--- config.mk ---
export PLATFORM = sky130hd
export DESIGN_NAME = crs_chip_reset_sequencer
export DESIGN_NICKNAME = d
export VERILOG_FILES = /design/src/design/crs_chip_reset_sequencer.v
export VERILOG_INCLUDE_DIRS = /design/src /design/src/design
export SDC_FILE = /design/constraint.sdc
export NUM_CORES = 1
export LEC_CHECK = 0
export BUFFER_PORTS_ARGS = -buffer_cell sky130_fd_sc_hd__buf_4
export CAP_MARGIN = 30
export CORE_UTILIZATION = 40
export DETAILED_ROUTE_END_ITERATION = 8
export GPL_ROUTABILITY_DRIVEN = 1
export HOLD_SLACK_MARGIN = 0.1
export SLEW_MARGIN = 20
export SYNTH_ARGS = -nofsm -noshare
export SYNTH_HDL_FRONTEND = slang
export SYNTH_SLANG_ARGS = --single-unit
--- constraint.sdc ---
create_clock -name clock -period 4.52 [get_ports clock]
set_input_delay 0.226 -clock clock [delete_from_list [all_inputs] [get_ports clock]]
set_output_delay 0.226 -clock clock [all_outputs]
set_load 0.05 [all_outputs]
--- src/design/crs_defs.vh ---
`ifndef CRS_DEFS_VH
`define CRS_DEFS_VH
// Power-up stabilisation time in microseconds
`define CRS_PWRUP_TIME_US     3200
// Clock rate in MHz
`define CRS_CLK_MHZ           125
// Least pin-low length in internal oscillator cycles
`define CRS_PIN_MIN_CYC       12
// Reset cause flag bit positions
`define CRS_CAUSE_POR         0
`define CRS_CAUSE_VLT         1
`define CRS_CAUSE_PIN         2
`define CRS_CAUSE_WDG         3
`define CRS_CAUSE_FDET        4
`define CRS_CAUSE_SYS         5
`define CRS_CAUSE_W           6
// Sequencer states
`define CRS_ST_PWRUP          2'h0
`define CRS_ST_RUN            2'h1
`define CRS_ST_WARM           2'h2
`define CRS_ST_W              2
// Clock source select after reset: internal oscillator
`define CRS_CLKSEL_INT        1'h0
`endif

--- src/design/crs_chip_reset_sequencer.v ---
// Contract
// Internal reset is asserted for power-on, voltage detect, pin, watchdog, frequency detect or software request.
// The source of the last reset is recorded in readable reset cause flags.
// After power-on release a power-up counter runs about 3.2 ms before internal reset releases.
// The reset pin is ignored until the power-up counter has finished.
// A pin released within 3.2 ms of power-on gives exactly the plain power-on sequence.
// The board holds the reset pin low at least 12 internal oscillator cycles.
// After a valid pin reset, internal reset releases once the pin returns high.
// Every reset returns core and peripheral control registers to initial values.
// Debug units, cause flags and flash security bit clear only on a cold reset; cause flags are rewritten on each warm reset entry from run here.
// After release the chip runs on the internal oscillator with external clock and PLL off.
// RAM contents are not kept across any reset.
// Power-up inserts an automatic stabilisation wait for regulator, flash and oscillator.
// Each request is synchronised and internal reset holds while any source is active.
`timescale 1ns/1ps
`include "crs_defs.vh"

module crs_chip_reset_sequencer #(
  parameter PWRUP_CYC = (`CRS_PWRUP_TIME_US * `CRS_CLK_MHZ),
  parameter CNT_W     = 19
) (
  input  wire                   clock,
  input  wire                   nrst,
  input  wire                   ext_reset_n,
  input  wire                   supply_voltage_detector,
  input  wire                   watchdog_reset_source,
  input  wire                   oscillation_frequency_detector,
  input  wire                   core_software_reset_request,
  output reg                    sys_reset_n_ff,
  output reg                    cold_reset_n_ff,
  output reg  [`CRS_CAUSE_W-1:0] reset_cause_flags_ff,
  output reg                    flash_security_clear_ff,
  output reg                    debug_reset_n_ff,
  output reg                    pwrup_done_ff,
  output reg                    clk_sel_ext_ff,
  output reg                    pll_enable_ff
);

  // Last count value, cut to the counter width on purpose
  localparam [31:0]      PWRUP_LAST_FULL = PWRUP_CYC - 1;
  localparam [CNT_W-1:0] PWRUP_LAST      = PWRUP_LAST_FULL[CNT_W-1:0];

  // Two-stage synchronisers; first stage feeds only the second
  reg [4:0] sync1_ff;
  reg [4:0] sync2_ff;
  wire [4:0] raw_req = {core_software_reset_request, oscillation_frequency_detector,
                        watchdog_reset_source, supply_voltage_detector, ~ext_reset_n};

  always @(posedge clock or negedge nrst) begin
    if (!nrst) begin
      sync1_ff <= 5'h00;
      sync2_ff <= 5'h00;
    end else begin
      sync1_ff <= raw_req;
      sync2_ff <= sync1_ff;
    end
  end

  wire pin_req = sync2_ff[0];
  wire vlt_req = sync2_ff[1];
  wire wdg_req = sync2_ff[2];
  wire fdet_req = sync2_ff[3];
  wire sys_req = sync2_ff[4];

  // Pin counts only after power-up; earlier lows fold into the power-on wait
  wire pin_eff  = pin_req & pwrup_done_ff;
  wire warm_any = pin_eff | vlt_req | wdg_req | fdet_req | sys_req;

  reg [`CRS_ST_W-1:0] state_ff;
  reg [`CRS_ST_W-1:0] nxt_state;
  reg [CNT_W-1:0]     cnt_ff;
  reg [CNT_W-1:0]     nxt_cnt;
  reg                 nxt_pwrup_done;

  // Sequencer: power-up wait, run, warm-reset hold
  always @* begin
    nxt_state      = state_ff;
    nxt_cnt        = cnt_ff;
    nxt_pwrup_done = pwrup_done_ff;
    case (state_ff)
      `CRS_ST_PWRUP: begin
        if (cnt_ff == PWRUP_LAST) begin
          nxt_pwrup_done = 1'b1;
          nxt_state      = warm_any ? `CRS_ST_WARM : `CRS_ST_RUN;
        end else begin
          nxt_cnt = cnt_ff + {{(CNT_W-1){1'b0}}, 1'b1};
        end
      end
      `CRS_ST_RUN: begin
        if (warm_any) begin
          nxt_state = `CRS_ST_WARM;
        end
      end
      `CRS_ST_WARM: begin
        if (!warm_any) begin
          nxt_state = `CRS_ST_RUN;
        end
      end
      default: begin
        nxt_state = `CRS_ST_PWRUP;
      end
    endcase
  end

  // Power-on reset is nrst itself: the only cold reset
  always @(posedge clock or negedge nrst) begin
    if (!nrst) begin
      state_ff      <= `CRS_ST_PWRUP;
      cnt_ff        <= {CNT_W{1'b0}};
      pwrup_done_ff <= 1'b0;
    end else begin
      state_ff      <= nxt_state;
      cnt_ff        <= nxt_cnt;
      pwrup_done_ff <= nxt_pwrup_done;
    end
  end

  // Reset outputs; system reset also drops RAM guarantees downstream
  always @(posedge clock or negedge nrst) begin
    if (!nrst) begin
      sys_reset_n_ff  <= 1'b0;
      cold_reset_n_ff <= 1'b0;
      debug_reset_n_ff <= 1'b0;
      flash_security_clear_ff <= 1'b1;
    end else begin
      sys_reset_n_ff  <= (nxt_state == `CRS_ST_RUN);
      cold_reset_n_ff <= nxt_pwrup_done;
      debug_reset_n_ff <= nxt_pwrup_done;
      flash_security_clear_ff <= ~nxt_pwrup_done;
    end
  end

  // Cause flags: cold reset sets only the POR flag; each warm entry from run overwrites all flags with its causes
  always @(posedge clock or negedge nrst) begin
    if (!nrst) begin
      reset_cause_flags_ff <= {{(`CRS_CAUSE_W-1){1'b0}}, 1'b1};
    end else if (state_ff == `CRS_ST_RUN && warm_any) begin
      reset_cause_flags_ff[`CRS_CAUSE_POR] <= 1'b0;
      reset_cause_flags_ff[`CRS_CAUSE_VLT] <= vlt_req;
      reset_cause_flags_ff[`CRS_CAUSE_PIN] <= pin_eff;
      reset_cause_flags_ff[`CRS_CAUSE_WDG] <= wdg_req;
      reset_cause_flags_ff[`CRS_CAUSE_FDET] <= fdet_req;
      reset_cause_flags_ff[`CRS_CAUSE_SYS] <= sys_req;
    end
  end

  // Clock selection returns to internal oscillator on any reset
  always @(posedge clock or negedge nrst) begin
    if (!nrst) begin
      clk_sel_ext_ff <= `CRS_CLKSEL_INT;
      pll_enable_ff  <= 1'b0;
    end else if (nxt_state != `CRS_ST_RUN) begin
      clk_sel_ext_ff <= `CRS_CLKSEL_INT;
      pll_enable_ff  <= 1'b0;
    end
  end

endmodule

Word-level counts from Yosys, hierarchy flattened:

Index checks and enable logic that the tools add are counted.
Widths: inputs -> output; s select.

* add/sub/neg operators: 1
* equal/unequal tests: 4
* mux-type cells: 7
* bitwise operators: 8
* reductions and logical operators: 3

Operator list (number)
* $add 19x1->19 const B: 1
* $eq 19x19->1 const B: 1
* $mux 2: 4
* $pmux 2 s3: 1
* $eq 2x1->1 const B: 2
* $or 1x1->1: 4
* $not 1->1: 3
* $eq 2x2->1 const B: 1
* $logic_not 2->1: 1
* $mux 1: 2
* $reduce_and 2->1: 1
* $and 1x1->1: 1
* $logic_and 1x1->1: 1

* bits in registers: 40
* bits of input ports: 7
* output and inout bits: 13
* word-level logic and storage cells: 31

Depth between registers and ports, before layout:

* depth after elaboration: 9
* mapped depth: 6
* mapped depth without buffers: 5

Worst setup path after synthesis:

Ideal clock, no wire load.

* path kind: register to register
* start point: register debug_reset_n_ff (netlist name)
* end point: register reset_cause_flags_ff[1]
* library setup time: 0.127 ns
* arrival: 1.533 ns
* data required time: 4.393 ns
* path slack: 2.860 ns
* cell stages (with the launch flop): 4
* path buffers: 0
* period minus slack after synthesis: 1.660 ns
* cell sequence: dfrtp_1 -> a21oi_2 -> nor3b_2 -> mux2_1

RTL lines
* end signal, assigned: RTL line crs_chip_reset_sequencer.v:136 `` reset_cause_flags_ff <= {{(`CRS_CAUSE_W-1){1'b0}}, 1'b1}; ``
* end signal, assigned by index: RTL line crs_chip_reset_sequencer.v:139 `` reset_cause_flags_ff[`CRS_CAUSE_VLT] <= vlt_req; ``
* end signal, assigned by index: RTL line crs_chip_reset_sequencer.v:140 `` reset_cause_flags_ff[`CRS_CAUSE_PIN] <= pin_eff; ``
* end, declared: RTL line crs_chip_reset_sequencer.v:31 `` output reg [`CRS_CAUSE_W-1:0] reset_cause_flags_ff, ``

Final worst setup path:

* start point: register cnt_ff[0]
* end point: register cnt_ff[1]

* word-level cells in the longest chain between the ends: 3
* elaborated cells between the ends (all ways): 4
* classes of those cells: add/sub: 1; eq/ne: 1; bitwise: 1; reduce/logical: 1

RTL lines
* start, declared: RTL line crs_chip_reset_sequencer.v:71 `reg [CNT_W-1:0] cnt_ff;`
* start signal, assigned: RTL line crs_chip_reset_sequencer.v:109 `cnt_ff <= {CNT_W{1'b0}};`
* start signal, assigned: RTL line crs_chip_reset_sequencer.v:113 `cnt_ff <= nxt_cnt;`
* parallel branches: the longest is 3 deep, another holds $add 19x1->19

Parallel ways; which one is timed is not known.
A chain may end at the register's enable or synchronous reset.

==> flow_metrics.env <==
export IMPL_outcome="finished, final reports clean"
export IMPL_syn_area_um2=1650
export IMPL_yosys_area_share_adder_pct=0.758
export IMPL_die_width_um=66.3
export IMPL_cp_start_kind="flip-flop"
export IMPL_fin_worst_skew_ns=0.00431
export IMPL_clkLatencyLatePin_ns=0.29
export IMPL_slowest_delay_ns=0.49
export IMPL_period_share_pct=43.4
export IMPL_antenna_found_initial=0
export IMPL_netlist_top_cells_area="dfrtp_1 (58%), xnor2_1 (6.4%), dfstp_2 (3.2%)"
export IMPL_p_leak_nw=0.949
export IMPL_routedWlPerCell_um=12.9
export IMPL_hold_path_class="flip-flop to flip-flop"
export IMPL_critPathMaxFanout=13
export IMPL_drt_pass1_iterations=4
export IMPL_ant_nets=0
export IMPL_maxCapViolCount=0
export IMPL_postPlaceCellArea_um2=1810
export IMPL_dieArea_um2=4390
export IMPL_diodes=0
export IMPL_final_common_cell="dfrtp_1"
export IMPL_yosys_area_share_xor_xnor_pct=10.0
export IMPL_tns_ns=0
export IMPL_critPathKind="flip-flop to flip-flop"
export IMPL_drt_iter0_drc=51
export IMPL_power_uw=720
export IMPL_synth_area_leader_cell="dfrtp_1"
export IMPL_row_count=22
export IMPL_fin_crit_ns=1.96
export IMPL_synth_avg_cell_area_um2=13.3
export IMPL_worst_ep_arrival_time_ns=2.13
export IMPL_core_region_area_um2=3800
export IMPL_grt_use_total_pct=14.6
export IMPL_finalHoldViolations=0
export IMPL_gr_total_overflow=0
export IMPL_dp_hpwl_um=1800
export IMPL_r2r_start="cnt_ff[0]"
export IMPL_cts_buffer_depth=2
export IMPL_setup_viol=0
export IMPL_drive_above_1_share_pct=25.8
export IMPL_io_pins=20
export IMPL_fmax_mhz=510
export IMPL_timing_hold_ws_ns=0.351
export IMPL_grt_pass1_vias=1005
export IMPL_drcViolationCount=0
export IMPL_synth_compound_area_share_pct=3.18
export IMPL_yosysSeqAreaShare_pct=60.8
export IMPL_layout_nets=158
export IMPL_layout_common_cells="dfrtp_1 (38), buf_4 (17), xnor2_1 (12), nand4_1 (7)"
export IMPL_critPathTopFamily="compound AO/OA/AOI/OAI gates"
export IMPL_place_gp_congestion=0.727
export IMPL_cp_cell_sequence="ha_1, and4_1, a21oi_2, mux2_2"
export IMPL_crit_path_start="cnt_ff[0]"
export IMPL_synth_area_mux_share_pct=3.41
export IMPL_synth_top_area_share_pct=57.6
export IMPL_wl_um=2570
export IMPL_fp_dieH_um=66.3
export IMPL_cp_required_ns=4.69
export IMPL_rsz0062_at_grt="no"
export IMPL_yosysWarnings=0
export IMPL_power_density_nw_per_um2=360
export IMPL_grt_max_degree=41
export IMPL_cts_htree_levels=2
export IMPL_vias=991
export IMPL_max_slew_margin_rel_pct=61.8
export IMPL_worstHoldStart="sync1_ff[3]"
export IMPL_start_util_pct=43.5
export IMPL_netlist_instances=124
export IMPL_path_clk_slew_ns=0.07
export IMPL_dp_cells=185
export IMPL_cts_sinks=40
export IMPL_worst_slew_pin_transition_ns=0.573
export IMPL_numCtsBuffers=5
export IMPL_ctsResizeCount=0
export IMPL_synth_seq_cells=40
export IMPL_design_area_um2=2000
export IMPL_synth_simple_area_share_pct=18.0
export IMPL_synthToLayoutAreaGrowth_pct=21.0
export IMPL_grt_pass1_wl_um=4660
export IMPL_yosysUniqueCellTypes=35
export IMPL_synth_top_family_by_area="simple AND/OR/NAND/NOR gates"
export IMPL_post_layout_nonfiller_instances=199
export IMPL_vias_per_cell=4.98
export IMPL_cts_tree="yes"
export IMPL_vdd_drop_max_mv=0.270
export IMPL_slew_violations=0
export IMPL_cts_root_buf="clkbuf_8"
export IMPL_cp_slowest_cell="a21oi_2"
export IMPL_crit_buf_inv=0
export IMPL_crit_path_end_kind="flip-flop"
export IMPL_port_buffers=17
[layer usage]
layer | vias to the layer above | share of wire [%] | routed length [um] | GRT usage, %
met5 | - | 0 | 0 | 0
met3 | 4 | 4.7 | 120 | 5.69
met1 | 487 | 49 | 1260 | 19.5
li1 | 479 | - | - | -
met2 | 21 | 45 | 1150 | 21.6
met4 | 0 | 1.2 | 30 | 4.79
[sequential cells by signal, indices dropped and copies added (netlist names)]
register / cells
sync2_ff: 5
sync1_ff: 5
reset_cause_flags_ff: 6
cnt_ff: 19
sys_reset_n_ff: 1
state_ff: 2
debug_reset_n_ff: 1
flash_security_clear_ff: 1
[worst register-to-register path, delay by kind of cell, from the launching register on]
family | cells | cell delay (ns)
compound gates | 1 | 0.49
fa+ha+maj | 1 | 0.32
flops | 1 | 0.44
mux | 1 | 0.40
simple gates | 1 | 0.21
[cells in the mapped netlist, drive strengths merged]
library cell,count
dfrtp,38
xnor2,13
nand4,9
inv,6
buf,5
mux2,5
nand2,5
nand3,5
xor2,5
nor2,4
a211oi,3
and3,3
nor3,3
a21oi,2
and4,2
dfstp,2
nand4bb,2
nor4,2
or3,2
or4,2
a21o,1
conb,1
ha,1
nor2b,1
nor3b,1
o21ai,1
[through the flow]
stage	setup WS [ns]	util, %
after floorplan	2.86	-
after global routing	2.41	52.6
after CTS	2.56	52.6
after global placement	2.66	47.5
final	2.56	52.6
after detailed placement	2.56	47.5
[area by class of cell]
class                   instances  area [um2]
multi-input cells              74         592
well taps                      48        60.1
clock buffers                   6        72.6
repair buffers                 23         188
flip-flops and latches         40        1000
fillers                       337        1800
clock inverters                 2        60.1
inverters                       6        22.5
[final timing paths]
check / slack [ns] / to / depth (start not counted)
max: 2.56 / cnt_ff[1] / 4
min: 0.35 / sync2_ff[3] / 0
max reg2reg: 2.56 / cnt_ff[1] / 4
min reg2reg: 0.35 / sync2_ff[3] / 0
max in group asynchronous: 3.73 / flash_security_clear_ff / 2
min in group asynchronous: 0.44 / reset_cause_flags_ff[3] / 2
[report_power, final]
| part | total [mW] | internal [mW] | switching, mW |
|---|---|---|---|
| combinational | 0.0187 | 0.00696 | 0.0117 |
| clock | 0.337 | 0.221 | 0.117 |
| sequential | 0.364 | 0.362 | 0.00180 |
| total | 0.720 | 0.590 | 0.130 |
[kinds of logic (layout without fill, tap and decap cells)]
family / count (synthesis) / in the layout
AOI/OAI and AO/OA: 7 / 7
xor gates and xnor gates: 18 / 18
adders and majority gates: 1 / 1
buffers and inverters: 11 / 37
DFF: 40 / 40
muxes: 5 / 5
other: 1 / 2
and+or+nand+nor: 41 / 41
[timing repair]
action | in CTS | in global routing
hold buffers | 6 | 0
setup buffers | 0 | 0
hold endpoints to repair | 43 | 0
Power figures use the tool's default switching activity.
